`config.mk`:
```
export PLATFORM = sky130hd
export DESIGN_NAME = dsse_status_encoder
export DESIGN_NICKNAME = d
export VERILOG_FILES = /design/src/core/dsse_pkg.sv /design/src/core/dsse_warn_hold.sv /design/src/core/dsse_status_encoder.sv
export SDC_FILE = /design/constraint.sdc
export NUM_CORES = 1
export LEC_CHECK = 0
export BUFFER_PORTS_ARGS = -buffer_cell sky130_fd_sc_hd__buf_2
export CORE_UTILIZATION = 46
export CTS_CLUSTER_SIZE = 8
export DETAILED_ROUTE_END_ITERATION = 10
export PLACE_DENSITY = 0.78
export SKIP_LAST_GASP = 1
export SLEW_MARGIN = 20
export SYNTH_ARGS = -nofsm -noshare
export SYNTH_HDL_FRONTEND = slang
export SYNTH_SLANG_ARGS = --single-unit
```
`constraint.sdc`:
```
create_clock -name core_clk -period 2.1 [get_ports core_clk]
set_clock_uncertainty 0.05 [all_clocks]
set_input_delay 0.315 -clock core_clk [delete_from_list [all_inputs] [get_ports core_clk]]
set_output_delay 0.315 -clock core_clk [all_outputs]
set_load 0.02 [all_outputs]
```
`src/core/dsse_pkg.sv`:
```
package dsse_pkg;
    // drive state codes as presented by the state machine input
    localparam logic [3:0] DSSE_ST_NOT_READY  = 4'h2;
    localparam logic [3:0] DSSE_ST_SW_ON_DIS  = 4'h3;
    localparam logic [3:0] DSSE_ST_READY      = 4'h4;
    localparam logic [3:0] DSSE_ST_SWITCHED   = 4'h5;
    localparam logic [3:0] DSSE_ST_OP_ENABLE  = 4'h6;
    localparam logic [3:0] DSSE_ST_QSTOP      = 4'h7;
    localparam logic [3:0] DSSE_ST_FAULT      = 4'h9;

    // register address of the status word on the parameter port
    localparam logic [15:0] DSSE_ADDR_STATUS  = 16'h6041;
    localparam logic [15:0] DSSE_STATUS_RESET = 16'h0000;

    // status word bit positions
    localparam int DSSE_B_RDY_SW_ON  = 0;
    localparam int DSSE_B_SW_ON      = 1;
    localparam int DSSE_B_OP_EN      = 2;
    localparam int DSSE_B_FAULT      = 3;
    localparam int DSSE_B_VOLT       = 4;
    localparam int DSSE_B_QSTOP      = 5;
    localparam int DSSE_B_SW_ON_DIS  = 6;
    localparam int DSSE_B_WARN       = 7;
    localparam int DSSE_B_HALT       = 8;
    localparam int DSSE_B_REMOTE     = 9;
    localparam int DSSE_B_TARGET     = 10;
    localparam int DSSE_B_RSVD       = 11;
    localparam int DSSE_B_MODE_SPEC  = 12;
    localparam int DSSE_B_PROC_ERR   = 13;
    localparam int DSSE_B_PROC_END   = 14;
    localparam int DSSE_B_REF_OK     = 15;

    // clock and warning hold timing
    localparam int DSSE_CLK_HZ         = 50_000_000;
    localparam int DSSE_WARN_HOLD_MS   = 100;
    localparam int DSSE_WARN_HOLD_CYC  = (DSSE_CLK_HZ / 1000) * DSSE_WARN_HOLD_MS;

    // process-done tracking states
    typedef enum logic [2:0] {
        DSSE_PE_IDLE = 3'b001,
        DSSE_PE_RUN  = 3'b010,
        DSSE_PE_STOP = 3'b100
    } dsse_pe_e;
endpackage

```
`src/core/dsse_warn_hold.sv`:
```
`timescale 1ns/1ps
`default_nettype none
// stretches the warning flag to a minimum hold time, cleared by fault reset
module dsse_warn_hold #(
    parameter int HOLD_CYC = 5_000_000
) (
    input  wire logic core_clk,
    input  wire logic arst_n,
    input  wire logic warn_pending,
    input  wire logic fault_reset,
    output logic      warn_flag
);
    import dsse_pkg::*;

    localparam int CW = $clog2(HOLD_CYC + 1);

    initial begin
        if (HOLD_CYC < 1) begin
            $error("hold count must be at least one cycle");
        end
    end

    logic [CW-1:0] cnt_q;   // cycles left in minimum hold
    logic          flag_q;  // warning bit

    // hold counter reloads while a warning is pending
    always_ff @(posedge core_clk or negedge arst_n) begin
        if (!arst_n) begin
            cnt_q <= '0;
        end else if (warn_pending) begin
            cnt_q <= CW'(HOLD_CYC - 1);
        end else if (fault_reset) begin
            cnt_q <= '0;
        end else if (cnt_q != '0) begin
            cnt_q <= cnt_q - CW'(1);
        end
    end

    // flag follows pending list, stretched by counter
    always_ff @(posedge core_clk or negedge arst_n) begin
        if (!arst_n) begin
            flag_q <= 1'b0;
        end else begin
            // a warning still pending wins over a fault reset in the same cycle
            flag_q <= warn_pending || (!fault_reset && (cnt_q != '0));
        end
    end

    assign warn_flag = flag_q;
endmodule
`default_nettype wire

```
`src/core/dsse_status_encoder.sv`:
```
`timescale 1ns/1ps
`default_nettype none
// Notes on behaviour
// - local outputs follow state table for states
// - state shown in bits 0-3,5,6
// - states 2,3 clear low bits; 3 sets bit6
// - states 4-6 ready bits, quick stop set
// - state 7 and 9 encodings as tabled
// - bit 4 shows DC bus ok; gates 3-to-4
// - bit 7 set while any warning pending
// - warning bit held at least 100 ms
// - fault reset clears warning bit at once
// - warning never stops running movement mode
// - bit 8 follows active halt
// - bit 9 set under fieldbus command control
// - bit 10 low while running, halted, errored; here process_error is not used, and a halt clears it only while a mode stops
// - bit 12 from active mode's monitor condition
// - bit 13 set on error needing rectification
// - bit 14 cleared when a mode starts
// - bit 14 set again at standstill after end
// - no bit 14 return when new mode follows
// - bit 15 while reference point valid
module dsse_status_encoder #(
    parameter int WARN_HOLD_CYC = dsse_pkg::DSSE_WARN_HOLD_CYC
) (
    // clock and reset
    input  wire logic        core_clk,
    input  wire logic        arst_n,
    // drive state and level conditions
    input  wire logic [3:0]  drive_state,
    input  wire logic        local_mode,
    input  wire logic        dc_bus_ok,
    input  wire logic        warn_pending,
    input  wire logic        fault_reset,
    input  wire logic        halt_active,
    input  wire logic        fieldbus_remote,
    // process events from the motion core
    input  wire logic        mode_start,
    input  wire logic        mode_success,
    input  wire logic        mode_abort,
    input  wire logic        mode_change,
    input  wire logic        motor_standstill,
    input  wire logic        mode_monitor,
    input  wire logic        process_error,
    input  wire logic        ref_valid,
    input  wire logic        move_run_req,
    // parameter port requests
    input  wire logic        par_rd,
    input  wire logic        par_wr,
    input  wire logic [15:0] par_addr,
    input  wire logic [15:0] par_wdata,
    // read answer, status word and discrete outputs
    output logic [15:0]      par_rdata,
    output logic             par_err,
    output logic [15:0]      drive_status_word,
    output logic             fault_free_output,
    output logic             power_stage_active_output,
    output logic             ready_to_switch_on_ok,
    output logic             movement_enable
);
    import dsse_pkg::*;

    // latency overview
    //   status word: one register stage behind its level inputs
    //   warning bit: two stages, the hold stretcher and the status register
    //   target reached and process done: two stages, tracker and status register
    //   read data: copied from the registered word at the taking edge
    //   local outputs, transition gate, movement enable: one stage each
    //
    // limits a user must know
    //   mode_success has to stand until the motor rests, or target reached stays low
    //   the real warning hold count is large; short counts suit simulation only
    //   the status word is rebuilt every cycle; nothing in it is sticky
    //   except the warning stretch and the two tracker flags
    //
    // reset
    //   every register clears asynchronously; the word reads zero during
    //   reset and for the first edge after release, until inputs reach it
    //   the tracker starts idle with both process flags low
    //
    // flag priority
    //   a pending warning wins over a fault reset in the same cycle
    //   a start wins over standstill while stopping
    //   abort or halt together with success: no target reached

    // refuse hold counts the stretcher cannot serve
    // a zero count would make the warning bit vanish at once
    initial begin
        if (WARN_HOLD_CYC < 1) begin
            $error("warning hold must be at least one cycle");
        end
    end

    logic [15:0] status_d;       // next status word
    logic [15:0] status_q;       // registered status word
    logic [15:0] rdata_q;        // read data register
    logic        err_q;          // access error flag
    logic        nofault_q;      // fault-free discrete output
    logic        pwr_q;          // power stage discrete output
    logic        rdy_ok_q;       // permission for 3-to-4 transition
    logic        mv_en_q;        // movement enable towards motion core
    logic        warn_flag;      // stretched warning
    logic        target_q;       // target reached flag
    logic        pend_q;         // process done flag
    logic        follow_q;       // mode change seen while running
    dsse_pe_e    pe_q;           // process tracking state
    logic [6:0]  sbits;          // state bits 6..0 (bit 4 unused here)

    // minimum hold for the warning bit
    //   the stretcher reloads while any warning is pending and counts
    //   down afterwards; a fault reset clears it unless a warning is
    //   still pending in the same cycle
    //   its hold count is a parameter, the real default being 100 ms
    dsse_warn_hold #(
        .HOLD_CYC     (WARN_HOLD_CYC)
    ) u_warn (
        .core_clk     (core_clk),
        .arst_n       (arst_n),
        .warn_pending (warn_pending),
        .fault_reset  (fault_reset),
        .warn_flag    (warn_flag)
    );

    // state table into status bits; unused bit 4 reads zero
    //   code  b6 b5 b3 b2 b1 b0
    //   2     0  0  0  0  0  0
    //   3     1  0  0  0  0  0
    //   4     0  1  0  0  0  1
    //   5     0  1  0  0  1  1
    //   6     0  1  0  1  1  1
    //   7     0  0  0  1  1  1
    //   9     0  0  1  1  1  1
    //   other codes give zeros, so a bad code never shows a stale state
    //   bit 4 of this vector stays zero; the bus voltage bit is added later
    //   the case is unique: each code selects one row
    always_comb begin
        sbits = 7'h00;
        unique case (drive_state)
            DSSE_ST_NOT_READY: begin
                sbits = 7'h00;
            end
            DSSE_ST_SW_ON_DIS: begin
                sbits = 7'h40;
            end
            DSSE_ST_READY: begin
                sbits = 7'h21;
            end
            DSSE_ST_SWITCHED: begin
                sbits = 7'h23;
            end
            DSSE_ST_OP_ENABLE: begin
                sbits = 7'h27;
            end
            DSSE_ST_QSTOP: begin
                sbits = 7'h07;
            end
            DSSE_ST_FAULT: begin
                sbits = 7'h0f;
            end
            default: begin
                sbits = 7'h00;
            end
        endcase
    end

    // process tracking for target reached and process done
    //   idle: no mode running; waits for a start
    //   run:  a mode is moving; success, abort or halt ends it
    //   stop: mode has ended; waits for the motor to rest
    //   a start while stopping goes straight back to run, so the done
    //   flag does not blink between two back-to-back modes
    //   a mode change seen while running marks the next mode as a
    //   follow-on of another type, which keeps the done flag low
    //   target reached is decided at standstill: success with no abort
    //   and no halt; a halt or an abort leaves it low
    //   abort and halt are treated alike for the done flag
    //   both flags drop at every start
    always_ff @(posedge core_clk or negedge arst_n) begin
        if (!arst_n) begin
            pe_q     <= DSSE_PE_IDLE;
            target_q <= 1'b0;
            pend_q   <= 1'b0;
            follow_q <= 1'b0;
        end else begin
            unique case (pe_q)
                DSSE_PE_IDLE: begin
                    if (mode_start) begin
                        pe_q     <= DSSE_PE_RUN;
                        pend_q   <= 1'b0;
                        target_q <= 1'b0;
                        follow_q <= 1'b0;
                    end
                end
                DSSE_PE_RUN: begin
                    target_q <= 1'b0;
                    if (mode_change) begin
                        follow_q <= 1'b1;
                    end
                    if (mode_success || mode_abort || halt_active) begin
                        pe_q <= DSSE_PE_STOP;
                        // target stays low here; decided later at standstill
                        target_q <= 1'b0;
                        follow_q <= follow_q || mode_change;
                    end
                end
                DSSE_PE_STOP: begin
                    if (mode_start) begin
                        pe_q     <= DSSE_PE_RUN;
                        pend_q   <= 1'b0;
                        target_q <= 1'b0;
                        follow_q <= 1'b0;
                    end else if (motor_standstill) begin
                        pe_q   <= DSSE_PE_IDLE;
                        pend_q <= !follow_q;
                        target_q <= mode_success && !mode_abort && !halt_active;
                    end
                end
            endcase
        end
    end

    // assemble the status word
    //   bits 0-3, 5, 6  state table
    //   bit 4           bus voltage correct
    //   bit 7           stretched warning
    //   bit 8           halt active
    //   bit 9           fieldbus command control
    //   bit 10          target reached, only while idle and at rest
    //   bit 11          reserved, always zero
    //   bit 12          monitor condition of the active mode
    //   bit 13          process error
    //   bit 14          process done
    //   bit 15          reference point valid
    always_comb begin
        status_d                   = DSSE_STATUS_RESET;
        status_d[DSSE_B_RDY_SW_ON] = sbits[DSSE_B_RDY_SW_ON];
        status_d[DSSE_B_SW_ON]     = sbits[DSSE_B_SW_ON];
        status_d[DSSE_B_OP_EN]     = sbits[DSSE_B_OP_EN];
        status_d[DSSE_B_FAULT]     = sbits[DSSE_B_FAULT];
        status_d[DSSE_B_QSTOP]     = sbits[DSSE_B_QSTOP];
        status_d[DSSE_B_SW_ON_DIS] = sbits[DSSE_B_SW_ON_DIS];
        status_d[DSSE_B_VOLT]      = dc_bus_ok;
        status_d[DSSE_B_WARN]      = warn_flag;
        status_d[DSSE_B_HALT]      = halt_active;
        status_d[DSSE_B_REMOTE]    = fieldbus_remote;
        status_d[DSSE_B_TARGET]    = target_q && motor_standstill && pe_q == DSSE_PE_IDLE;
        status_d[DSSE_B_RSVD]      = 1'b0;
        status_d[DSSE_B_MODE_SPEC] = mode_monitor;
        status_d[DSSE_B_PROC_ERR]  = process_error;
        status_d[DSSE_B_PROC_END]  = pend_q;
        status_d[DSSE_B_REF_OK]    = ref_valid;
    end

    // status word register, updated every clock
    //   a single stage keeps all bits of one read coherent: they come
    //   from the same edge, never half old and half new
    //   reset value is all zero
    always_ff @(posedge core_clk or negedge arst_n) begin
        if (!arst_n) begin
            status_q <= DSSE_STATUS_RESET;
        end else begin
            status_q <= status_d;
        end
    end

    // parameter port: reads return status, writes refused
    //   one address only; any other read returns zero with an error pulse
    //   a write never reaches the word and always pulses the error flag
    //   a read and a write in one cycle: the read is served, error pulses
    //   read data stands until the next read; the error flag for one cycle
    //   the taking edge copies the word as it stood before that edge
    always_ff @(posedge core_clk or negedge arst_n) begin
        if (!arst_n) begin
            rdata_q <= DSSE_STATUS_RESET;
            err_q   <= 1'b0;
        end else begin
            err_q <= 1'b0;
            if (par_rd && par_addr == DSSE_ADDR_STATUS) begin
                rdata_q <= status_q;
            end else if (par_rd) begin
                rdata_q <= DSSE_STATUS_RESET;  // unmapped address
                err_q   <= 1'b1;
            end
            if (par_wr) begin
                err_q <= 1'b1;
            end
        end
    end

    // discrete outputs in local control mode
    //   code  fault-free  power stage
    //   4     1           0
    //   5     1           0
    //   6     1           1
    //   7     0           1
    //   other 0           0
    //   both outputs stay low outside local control mode
    //   outputs lag the state by one clock
    always_ff @(posedge core_clk or negedge arst_n) begin
        if (!arst_n) begin
            nofault_q <= 1'b0;
            pwr_q     <= 1'b0;
        end else begin
            nofault_q <= local_mode && (drive_state == DSSE_ST_READY ||
                         drive_state == DSSE_ST_SWITCHED ||
                         drive_state == DSSE_ST_OP_ENABLE);
            pwr_q     <= local_mode && (drive_state == DSSE_ST_OP_ENABLE ||
                         drive_state == DSSE_ST_QSTOP);
        end
    end

    // transition gate and movement enable
    //   the gate tells the state logic whether leaving switch-on disabled
    //   for ready to switch on is allowed: only with the bus voltage correct
    //   movement enable only mirrors the request; a pending warning is
    //   not part of it, so warnings never stop a movement
    //   both are registered so they change only on a clock edge
    always_ff @(posedge core_clk or negedge arst_n) begin
        if (!arst_n) begin
            rdy_ok_q <= 1'b0;
            mv_en_q  <= 1'b0;
        end else begin
            rdy_ok_q <= dc_bus_ok;
            mv_en_q  <= move_run_req;
        end
    end

    assign drive_status_word         = status_q;
    assign par_rdata                 = rdata_q;
    assign par_err                   = err_q;
    assign fault_free_output         = nofault_q;
    assign power_stage_active_output = pwr_q;
    assign ready_to_switch_on_ok     = rdy_ok_q;
    assign movement_enable           = mv_en_q;

    // par_wdata ignored: word is read-only
    // the reduction only keeps the port read; its value goes nowhere
    // writes are still seen through par_wr for the error pulse
    logic unused_wdata;
    assign unused_wdata = ^par_wdata;
endmodule
`default_nettype wire

```
==> metrics.md, run 1 <==
| Metric | Value |
|---|---|
| Status | completed |
| Detailed Place HPWL | 4.278 mm |
| Routed Antenna Nets | 0 |
| Post-Synthesis Cells | 252 |
| 1st-pass router iterations | 4 |
| WL met3 | 472 um |
| Initial antenna violation count | 0 |
| Ys async rst share | 1.000 |
| H-tree depth | 3 |
| Primary FF master, synth | dfrtp_1 |
| Clk buf depth | 2 |
| Final hold violation count | 0 |
| Cell area after synthesis | 0.002897 mm^2 |
| CTS tree | built |
| Leakage | 1.766 nW |
| Initial DRC count | 120 |
| Uppermost layer routed | met4 |
| Routability cong. | between 0.8 and 0.9 |
| Seq/Total Area, Yosys | 0.5533 |
| Full die area | 0.006618 mm^2 |
| Final Cycle Share | 0.9486 |
| Antenna cells | 0 |
| Clk slew on worst S/H paths | 0.08 ns |
| Register Area | 0.001603 mm^2 |
| Area Growth Syn to Fin | 28.73% |
| Overall Global Routing Usage | 0.1928 |
| Total grt overflow | 0 |
| Crit path time final | around 2 ns |
| WP data arrival | approximately 2.2 ns |
| Multi-input gate area | 0.001207 mm^2 |
| DR WL/cell | 14.30 um |
| FILL cells | 471 |
| CTS sink cnt | 64 |
| Drt total wl | 6.090 mm |
| Max Cap Viol | 0 |
| Worst setup EP type | flop |
| M1 wire length | between 2 and 3 mm |
| Final Setup Violations | 0 |
| Worst vdd ir | between 500 and 600 uV |
| Synth cell types | 56 |
| Starting Density | 0.4835 |
| Setup repair after global routing missed its margin | yes |
| Inst Count DP | 409 |
| HP Class | in2reg |
| Type of the worst setup path | reg2reg |
| F_max | ~500 MHz |
| Critical path launch point type | flop |
| Largest net degree at the start of global routing | 65 |
| Share of post-route cells with drive strength above 1 | 0.3419 |
| Synth warn | 0 |
| Power Density | approximately 830 mW/mm^2 |
| CP required | 2.28 ns |
| Fin cells | 426 |
| Critical Path Fanout Max | 6 |
| First-pass GRT wire length | around 9.5 mm |
| Via count | 2,371 |
| Final setup TNS | 0 ns |
| Syn_area_per_cell | 11.49 um^2 |
| Num rows | 28 |
| Max-slew violations | 0 |
| Placeable Area | 0.005991 mm^2 |
| CTS root buf | clkbuf_8 |
| Num ports | 92 |
| Drc violations | 0 |
| Die Wd | 81.35 um |
| Die H | 81.35 um |
| EDFF count, synth | 0 |
| Vias in the first global route | 2,183 |
| Skew-Pair Late Insertion Delay | 0.34 ns |
| #FFs+latches synth | 64 |
| Routed wire length on met2 | around 2.9 mm |
| Vias/cell | ~5.6 |
| Nets | 402 |
| CTS buffer count | 9 |
| I/O Buffers | 73 |
flip-flops by register name (all words and copies together), names as in the netlist, 3 cells and up:
register / flops
pe_q: 3
drive_status_word: 15
par_rdata: 15
u_warn.cnt_q: 23
path summary, 6_finish.rpt:
check	startpoint	depth (start not counted)	slack, ns	end
setup / recovery	u_warn.cnt_q[18]$_DFFE_PN0P_	5	0.11	u_warn.cnt_q[14]$_DFFE_PN0P_
hold / removal	mode_monitor	1	0.02	drive_status_word[12]$_DFF_PN0_
setup reg to reg	u_warn.cnt_q[18]$_DFFE_PN0P_	5	0.11	u_warn.cnt_q[14]$_DFFE_PN0P_
hold reg to reg	u_warn.warn_flag$_DFF_PN0_	0	0.31	drive_status_word[7]$_DFF_PN0_
max in group asynchronous	arst_n	3	1.22	pe_q[0]$_DFFE_PN1P_
min in group asynchronous	arst_n	3	0.47	par_rdata[5]$_DFFE_PN0P_
critical path, stage by stage, from the launching register on:
cell and delay (ns):
dfrtp_1 0.42, or4_4 0.56, nor4_4 0.28, a31oi_1 0.21
buf_4 0.21, a21o_1 0.15
cells in the mapped netlist, types with 4 or more instances:
cell type	number	share of area
a31oi_1	5	0.011
nand4_1	5	0.011
inv_1	8	0.010
nor3b_1	4	0.010
or3_1	7	0.015
nand2_1	16	0.021
nor4_1	4	0.0086
dfrtp_1	63	0.54
a21oi_1	9	0.016
nand3b_1	4	0.010
xnor2_1	5	0.015
clkbuf_1	6	0.0078
nor2_1	10	0.013
o21ai_0	6	0.010
nand2b_1	5	0.011
a21o_1	11	0.029
nor3_1	7	0.012
a22o_1	15	0.045
mux2i_1	7	0.024
cell families after synthesis:
kind of cell	synth area share
and+or+nand+nor	0.1896
adders and majority gates	0.004319
DFF	0.5533
buffers and inverters	0.03456
other	0.001295
xor gates and xnor gates	0.02419
muxes	0.02419
AOI/OAI and AO/OA	0.1685
final cells by class:
cell class | instances | share of cell area
clock buffer | 9 | 0.03322
timing repair buffer | 95 | 0.1463
multi-input combinational | 168 | 0.3238
inverter | 8 | 0.008054
clock inverter | 7 | 0.03356
sequential | 64 | 0.4299
tap | 75 | 0.02517
routing by layer:
| metal | vias to the layer above | GRT usage |
|---|---|---|
| li1 | 1137 | - |
| met1 | 1141 | 0.2216 |
| met2 | 80 | 0.3292 |
| met3 | 13 | 0.05056 |
| met4 | 0 | 0.09643 |
| met5 | - | 0 |
through the flow:
stage	util	setup WS (ns)	power [mW]	cell area (um^2)	hold WS, ns
after floorplan	-	0.1117	1.644	2900	-0.03059
after global placement	0.5775	0.1220	1.783	3460	0.2844
after detailed placement	0.5775	0.09131	1.800	3460	0.2971
after CTS	0.6207	0.06359	3.113	3719	0.009762
after global routing	0.6224	0.006622	3.225	3729	0.007338
final	0.6224	0.1080	3.091	3729	0.02112
placed cells by master (no fill, tap or decap), types with 5 or more instances in the layout:
| cell type | netlist | layout |
|---|---|---|
| xnor2_1 | 5 | 5 |
| nand4_1 | 5 | 5 |
| or3_1 | 7 | 7 |
| nor2_1 | 10 | 10 |
| mux2i_1 | 7 | 7 |
| nand2_1 | 16 | 16 |
| nand2b_1 | 5 | 5 |
| inv_1 | 8 | 8 |
| a21o_1 | 11 | 11 |
| a22o_1 | 15 | 15 |
| clkbuf_8 | 0 | 9 |
| a21oi_1 | 9 | 9 |
| a31oi_1 | 5 | 5 |
| buf_2 | 2 | 73 |
| nor3_1 | 7 | 7 |
| buf_4 | 3 | 20 |
| o21ai_0 | 6 | 6 |
| dfrtp_1 | 63 | 63 |
power breakdown:
group | internal [mW] | switching (mW) | leakage (nW)
Clock | 0.803 | 0.507 | 0.125
Combinational | 0.175 | 0.216 | 0.841
Sequential | 1.31 | 0.0792 | 0.800
Total | 2.29 | 0.802 | 1.77
repair_timing:
item	in CTS	in global routing
setup endpoints to repair	0	10
resized for setup	0	2
buffers inserted	0	0
hold buffers	1	0
endpoints found under the hold margin	63	0
(Power assumes the default switching activity.)
==> run 2, diff against run 1 <==
--- a/config.mk
+++ b/config.mk
@@ -5,11 +5,11 @@
 export SDC_FILE = /design/constraint.sdc
 export NUM_CORES = 1
 export LEC_CHECK = 0
-export BUFFER_PORTS_ARGS = -buffer_cell sky130_fd_sc_hd__buf_2
-export CORE_UTILIZATION = 46
+export CORE_UTILIZATION = 56
 export CTS_CLUSTER_SIZE = 8
 export DETAILED_ROUTE_END_ITERATION = 10
-export PLACE_DENSITY = 0.78
+export DONT_BUFFER_PORTS = 1
+export PLACE_DENSITY = 0.76
 export SKIP_LAST_GASP = 1
 export SLEW_MARGIN = 20
 export SYNTH_ARGS = -nofsm -noshare
==> run 2 against run 1 <==
Non-clock buffer count shrank 66. Sequential share of layout area increased by 3.8 points. Clock-buffer cell count stayed put. Total power decreased by 5.5%. Combinational power shrank 24%. Critical endpoint is now u_warn.cnt_q[16]$_DFFE_PN0P_. Largest power group unchanged. Highest routed layer unchanged.
==> metrics.md, run 2 (synthesis gave the netlist of run 1 again) <==
| Metric | Value |
|---|---|
| 1st-pass router iterations | 4 (unchanged) |
| Full die area | 0.005464 mm^2 (was 0.006618 mm^2) |
| Overall Global Routing Usage | 0.2415 (was 0.1928) |
| Crit-path slowest cell | or4_1 (was or4_4) |
| Clk slew on worst S/H paths | 0.07 ns (was 0.08 ns) |
| Detailed Place HPWL | 3.959 mm (was 4.278 mm) |
| I/O Buffers | 0 (was 73) |
| Hold slack | 0.01732 ns (was 0.02112 ns) |
| CP required | 2.32 ns (was 2.28 ns) |
| Max-slew violations | 0 (unchanged) |
| Final Cycle Share | 0.9439 (was 0.9486) |
| Num rows | 25 (was 28) |
| Uppermost layer routed | met4 (unchanged) |
| CTS sink cnt | 64 (unchanged) |
| Clk buf depth | 2 (unchanged) |
| WL met3 | 477 um (was 472 um) |
| Tot Pwr | 2.920 mW (was 3.091 mW) |
| Starting Density | 0.5974 (was 0.4835) |
| Final setup TNS | 0 ns (unchanged) |
| Worst reg2reg setup slack | 0.12 ns (was 0.11 ns) |
| Most frequent cells in the layout | dfrtp_1, nand2_1, buf_4 (was buf_2, dfrtp_1, buf_4) |
| Power Density | 852.4 mW/mm^2 (was 828.9 mW/mm^2) |
| Cell count of the worst hold path | 1 (unchanged) |
| Worst-Margin Slew | between 0.5 and 0.6 ns |
| Worst setup EP type | flop (unchanged) |
| Drt total wl | 6.261 mm (was 6.090 mm) |
| Antenna cells | 0 (unchanged) |
| FILL cells | 366 (was 471) |
| Placeable Area | 0.004848 mm^2 (was 0.005991 mm^2) |
| Largest Register | u_warn.cnt_q (unchanged) |
| Initial DRC count | 165 (was 120) |
| Routed wire length on met2 | 3.176 mm (was 2.881 mm) |
| Crit path time final | 1.982 ns (was 1.992 ns) |
| Worst vdd ir | 373.0 uV (was 510.4 uV) |
| Total grt overflow | 0 (unchanged) |
| Vias in the first global route | 2,084 (was 2,183) |
| CTS tree | built (unchanged) |
| Worst Path Buf+Inv | 2 (was 1) |
| Vias/cell | 6.153 (was 5.566) |
| CTS root buf | clkbuf_8 (unchanged) |
| R2r endpoint | u_warn.cnt_q[16]$_DFFE_PN0P_ (was u_warn.cnt_q[14]$_DFFE_PN0P_) |
| H-tree depth | 3 (unchanged) |
| Final Setup Violations | 0 (unchanged) |
| Initial antenna violation count | 0 (unchanged) |
| Setup repair after global routing missed its margin | no (was yes) |
| Die H | 73.92 um (was 81.35 um) |
| Cells on worst reg2reg path | 7 (was 5) |
| Routed Antenna Nets | 0 (unchanged) |
| R2r startpoint | u_warn.cnt_q[0]$_DFFE_PN0P_ (was u_warn.cnt_q[18]$_DFFE_PN0P_) |
| Skew-Pair Late Insertion Delay | 0.34 ns (about the same) |
| WP data arrival | 2.20 ns (was 2.18 ns) |
| Drc violations | 0 (unchanged) |
| Critical Path Fanout Max | 6 (unchanged) |
| CTS buffer count | 9 (unchanged) |
| CP top delay family | simple AND/OR/NAND/NOR gates (unchanged) |
| F_max | 504.5 MHz (was 502.0 MHz) |
| Final core utilization | 0.7066 (was 0.6224) |
| Critical path launch point type | flop (unchanged) |
| DR WL/cell | 17.79 um (was 14.30 um) |
| HP Class | in2reg (unchanged) |
| Status | completed (unchanged) |
| Relative slew slack | 0.6156 |
| Type of the worst setup path | reg2reg (unchanged) |
| Max stage delay on crit path | 0.47 ns (was 0.56 ns) |
| Min-delay src | warn_pending (was mode_monitor) |
| Worst path cell trace | inv_1 -> ha_1 -> nor4b_4 -> nand2_1 -> buf_4 -> or4_1 -> a21oi_1 (was or4_4 -> nor4_4 -> a31oi_1 -> buf_4 -> a21o_1) |
| Final hold violation count | 0 (unchanged) |
| Routability cong. | 0.8843 (was 0.8531) |
| Largest net degree at the start of global routing | 65 (unchanged) |
| Area Growth Syn to Fin | 18.27% (was 28.73%) |
| M1 wire length | 2.496 mm (was 2.627 mm) |
| WHS Endpoint | u_warn.cnt_q[3]$_DFFE_PN0P_ (was drive_status_word[12]$_DFF_PN0_) |
| Num ports | 92 (unchanged) |
| Most common cell after layout, fill and taps aside | dfrtp_1 (was buf_2) |
| Flip-flop count of the largest register after layout | 23 (unchanged) |
| Die Wd | 73.92 um (was 81.35 um) |
| Nets | 336 (was 402) |
| Max Cap Viol | 0 (unchanged) |
| First-pass GRT wire length | 9.632 mm (was 9.549 mm) |
| Share of post-route cells with drive strength above 1 | 0.1579 (was 0.3419) |
| Leakage | 1.466 nW (was 1.766 nW) |
| Via count | 2,166 (was 2,371) |
run 2: cell types whose count changed in the layout (fill, tap and decap cells not counted), sizes merged:
cell / before / now
bufinv: 3 / 2
inv: 11 / 10
clkinvlp: 0 / 1
dlygate4sd3: 1 / 12
clkinv: 1 / 2
buf: 94 / 17
run 2: area by class of cell:
type                            count  area (um^2)  share of cell area
Clock inverter                      7        102.6             0.02995
Timing Repair Buffer               29        267.8             0.07816
Inverter                            8        30.03            0.008766
Tap cell                           67        83.83             0.02447
Clock buffer                        9        123.9             0.03616
Sequential cell                    64         1603              0.4679
Multi-Input combinational cell    168         1215              0.3546
run 2: layer usage:
layer / track usage / vias to the layer above
met5: 0 / -
met4: 0.1303 / 0
met3: 0.06447 / 12
met2: 0.3929 / 91
met1: 0.2929 / 1063
li1: - / 1000
run 2: worst max path at each step:
stage / from / to / slack [ns] / cells after the start
finish: u_warn.cnt_q[0]$_DFFE_PN0P_ / u_warn.cnt_q[16]$_DFFE_PN0P_ / 0.12 / 7
global route: u_warn.cnt_q[17]$_DFFE_PN0P_ / u_warn.cnt_q[1]$_DFFE_PN0P_ / 0.04 / 5
CTS: u_warn.cnt_q[0]$_DFFE_PN0P_ / u_warn.cnt_q[16]$_DFFE_PN0P_ / 0.11 / 7
detailed placement: u_warn.cnt_q[0]$_DFFE_PN0P_ / u_warn.cnt_q[16]$_DFFE_PN0P_ / 0.12 / 7
global placement: u_warn.cnt_q[0]$_DFFE_PN0P_ / u_warn.cnt_q[22]$_DFFE_PN0P_ / 0.14 / 6
floorplan: u_warn.cnt_q[0]$_DFFE_PN0P_ / u_warn.cnt_q[22]$_DFFE_PN0P_ / 0.11 / 6
run 2: worst reg2reg max path, stage by stage, from the launching register on:
cell     delay (ns)
dfrtp_1        0.38
inv_1          0.08
ha_1           0.18
nor4b_4        0.23
nand2_1        0.17
buf_4          0.21
or4_1          0.47
a21oi_1        0.14
run 2: power by group:
part | internal, mW | leakage, nW | switching (mW)
Sequential | 1.31 | 0.800 | 0.117
Combinational | 0.148 | 0.555 | 0.149
Clock | 0.680 | 0.110 | 0.515
Total | 2.14 | 1.47 | 0.782
run 2: metrics by stage:
step	area (um^2)	setup slack [ns]	instances
after floorplan	2900	0.1117	253
after detailed placement	3034	0.1247	323
after CTS	3408	0.1108	352
after global placement	3034	0.1444	323
after global routing	3426	0.04349	352
final	3426	0.1178	352
run 2: repair_timing:
item | in CTS | in global routing
hold buffers | 13 | 0
resized for setup | 0 | 4
hold endpoints to repair | 75 | 0
setup endpoints to repair | 0 | 6
buffers inserted | 0 | 0
==> run 3, diff against run 2 <==
--- a/config.mk
+++ b/config.mk
@@ -5,6 +5,7 @@
 export SDC_FILE = /design/constraint.sdc
 export NUM_CORES = 1
 export LEC_CHECK = 0
+export CORE_MARGIN = 3
 export CORE_UTILIZATION = 56
 export CTS_CLUSTER_SIZE = 8
 export DETAILED_ROUTE_END_ITERATION = 10
==> run 3 against run 2 <==
Routed wire length up 7.9%. Critical path type unchanged. Die area up 11%. Final cell count up 2.0%. Critical path depth down 1. Utilization up 0.46 points. Hold slack worse by 0.0045 ns. Global-route usage down 0.75 points. First-iteration DRC count down 27%. Worst setup slack worse by 0.10 ns. Largest cell class unchanged. Total power down 3.1%. Cell area up 0.66%. Sequential power about the same.
==> metrics.md, run 3 (synthesis gave the netlist of run 1 again) <==
| Metric | Value |
|---|---|
| I/O Buffers | 0 (unchanged) |
| Die H | 77.92 um (was 73.92 um) |
| Routed Antenna Nets | 0 (unchanged) |
| Clk slew on worst S/H paths | 0.08 ns (was 0.07 ns) |
| Power Density | 820.4 mW/mm^2 (was 852.4 mW/mm^2) |
| Drc violations | 0 (unchanged) |
| Most frequent cells in the layout | dfrtp_1, buf_4, nand2_1 (was dfrtp_1, nand2_1, buf_4) |
| Critical Path Fanout Max | 4 (was 6) |
| Routability cong. | 0.8128 (was 0.8843) |
| WP data arrival | 2.30 ns (was 2.20 ns) |
| Worst-Margin Slew | 0.6166 ns (was 0.5745 ns) |
| Critical path launch point type | flop (unchanged) |
| Starting Density | 0.5974 (unchanged) |
| Register Area | 0.001604 mm^2 (was 0.001603 mm^2) |
| Relative slew slack | 0.5879 (was 0.6156) |
| Largest net degree at the start of global routing | 65 (unchanged) |
| Final Cycle Share | 0.9935 (was 0.9439) |
| Num rows | 25 (unchanged) |
| WHS Endpoint | u_warn.cnt_q[4]$_DFFE_PN0P_ (was u_warn.cnt_q[3]$_DFFE_PN0P_) |
| Vias in the first global route | 2,215 (was 2,084) |
| Drt total wl | 6.755 mm (was 6.261 mm) |
| Detailed Place HPWL | 4.285 mm (was 3.959 mm) |
| Overall Global Routing Usage | 0.2340 (was 0.2415) |
| Status | completed (unchanged) |
| Worst reg2reg setup slack | 0.01 ns (was 0.12 ns) |
| Largest Register | u_warn.cnt_q (unchanged) |
| Placeable Area | 0.004848 mm^2 (unchanged) |
| Cell count of the worst hold path | 1 (unchanged) |
| Total grt overflow | 0 (unchanged) |
| Via count | 2,213 (was 2,166) |
| CP required | 2.31 ns (was 2.32 ns) |
| First-pass GRT wire length | 11.07 mm (was 9.632 mm) |
| Share of post-route cells with drive strength above 1 | 0.1884 (was 0.1579) |
| R2r startpoint | u_warn.cnt_q[0]$_DFFE_PN0P_ (unchanged) |
| Skew-Pair Late Insertion Delay | 0.34 ns (about the same) |
| Vias/cell | 6.164 (was 6.153) |
| Initial DRC count | 121 (was 165) |
| Leakage | 1.487 nW (was 1.466 nW) |
| HP Class | in2reg (unchanged) |
| CTS root buf | clkbuf_8 (unchanged) |
| CTS buffer count | 9 (unchanged) |
| Worst setup EP type | flop (unchanged) |
| Worst Slack Setup Final | 0.01363 ns (was 0.1178 ns) |
| Most common cell after layout, fill and taps aside | dfrtp_1 (unchanged) |
| CTS sink cnt | 64 (unchanged) |
| DR WL/cell | 18.82 um (was 17.79 um) |
| Full die area | 0.006072 mm^2 (was 0.005464 mm^2) |
| CP startpoint | u_warn.cnt_q[0]$_DFFE_PN0P_ (unchanged) |
| FILL cells | 339 (was 366) |
| Flip-flop count of the largest register after layout | 23 (unchanged) |
| Cells on worst reg2reg path | 6 (was 7) |
| Setup repair after global routing missed its margin | yes (was no) |
| Min-delay src | warn_pending (unchanged) |
| Num ports | 92 (unchanged) |
| Initial antenna violation count | 0 (unchanged) |
| Final Setup Violations | 0 (unchanged) |
| CTS tree | built (unchanged) |
| Crit path time final | 2.086 ns (was 1.982 ns) |
| F_max | 479.3 MHz (was 504.5 MHz) |
| Clk buf depth | 2 (unchanged) |
| Worst vdd ir | 462.7 uV (was 373.0 uV) |
| 1st-pass router iterations | 5 (was 4) |
| Antenna cells | 0 (unchanged) |
| Max-slew violations | 0 (unchanged) |
| DP Worst Slack | 0.05791 ns (was 0.1247 ns) |
| Die Wd | 77.92 um (was 73.92 um) |
| H-tree depth | 3 (unchanged) |
| Max Cap Viol | 0 (unchanged) |
| Nets | 343 (was 336) |
| R2r endpoint | u_warn.cnt_q[10]$_DFFE_PN0P_ (was u_warn.cnt_q[16]$_DFFE_PN0P_) |
| Area Growth Syn to Fin | 19.05% (was 18.27%) |
| Multi-input gate area | 0.001207 mm^2 (was 0.001215 mm^2) |
| Type of the worst setup path | reg2reg (unchanged) |
| Final core utilization | 0.7112 (was 0.7066) |
| Final hold violation count | 0 (unchanged) |
-- run 3: worst max-delay path by stage --
stage,to,slack (ns),depth (start not counted)
after global placement,u_warn.cnt_q[11]$_DFFE_PN0P_,0.09,5
final,u_warn.cnt_q[10]$_DFFE_PN0P_,0.01,6
after floorplan,u_warn.cnt_q[22]$_DFFE_PN0P_,0.11,6
after detailed placement,u_warn.cnt_q[2]$_DFFE_PN0P_,0.06,5
after CTS,u_warn.cnt_q[9]$_DFFE_PN0P_,0.01,5
after global routing,u_warn.cnt_q[10]$_DFFE_PN0P_,-0.08,6
-- run 3: area by class of cell --
cell class,count,share of cell area
sequential,64,0.4652
multi-input combinational,168,0.3501
timing repair buffer,36,0.09216
clock buffer,10,0.03991
tap,67,0.02431
clock inverter,6,0.01959
inverter,8,0.008708
-- run 3: metrics by stage --
step / instance area, um^2 / total power [mW] / hold slack, ns / cells / TNS [ns]
after global routing: 3448 / 2.950 / 0.008992 / 359 / -0.09548
final: 3448 / 2.829 / 0.01286 / 359 / 0
after global placement: 3049 / 1.689 / -0.02900 / 325 / 0
after detailed placement: 3049 / 1.707 / -0.02891 / 325 / 0
after CTS: 3392 / 2.825 / 0.002969 / 353 / 0
after floorplan: 2900 / 1.644 / -0.03059 / 253 / 0
-- run 3: timing repair --
action / 4_1_cts / 5_1_grt
endpoints found under the setup margin: 0 / 16
buffers inserted: 0 / 6
hold buffers: 12 / 0
hold endpoints to repair: 74 / 0
resized for setup: 0 / 5
-- run 3: worst max-delay path, cell delays in order (launching register included) --
cell and delay (ns):
dfrtp_1 0.38, inv_1 0.07, ha_1 0.16, nor4b_2 0.29, nand2_1 0.19, a2111oi_1 0.63
mux2i_1 0.24
-- run 3: power breakdown --
group          internal (mW)  leakage (nW)  switching (mW)
Combinational          0.156         0.590           0.167
Clock                  0.584        0.0989           0.491
Sequential              1.31         0.799           0.120
Total                   2.05          1.49           0.778
-- run 3: metal layers --
| metal | global-route usage | vias up | share of wire | routed length, um |
|---|---|---|---|---|
| met5 | 0 | - | 0 | 0 |
| met4 | 0.09441 | 0 | 0.020 | 133 |
| met3 | 0.06381 | 13 | 0.065 | 441 |
| met2 | 0.3887 | 75 | 0.51 | 3416 |
| met1 | 0.2889 | 1114 | 0.41 | 2763 |
| li1 | - | 1011 | - | - |
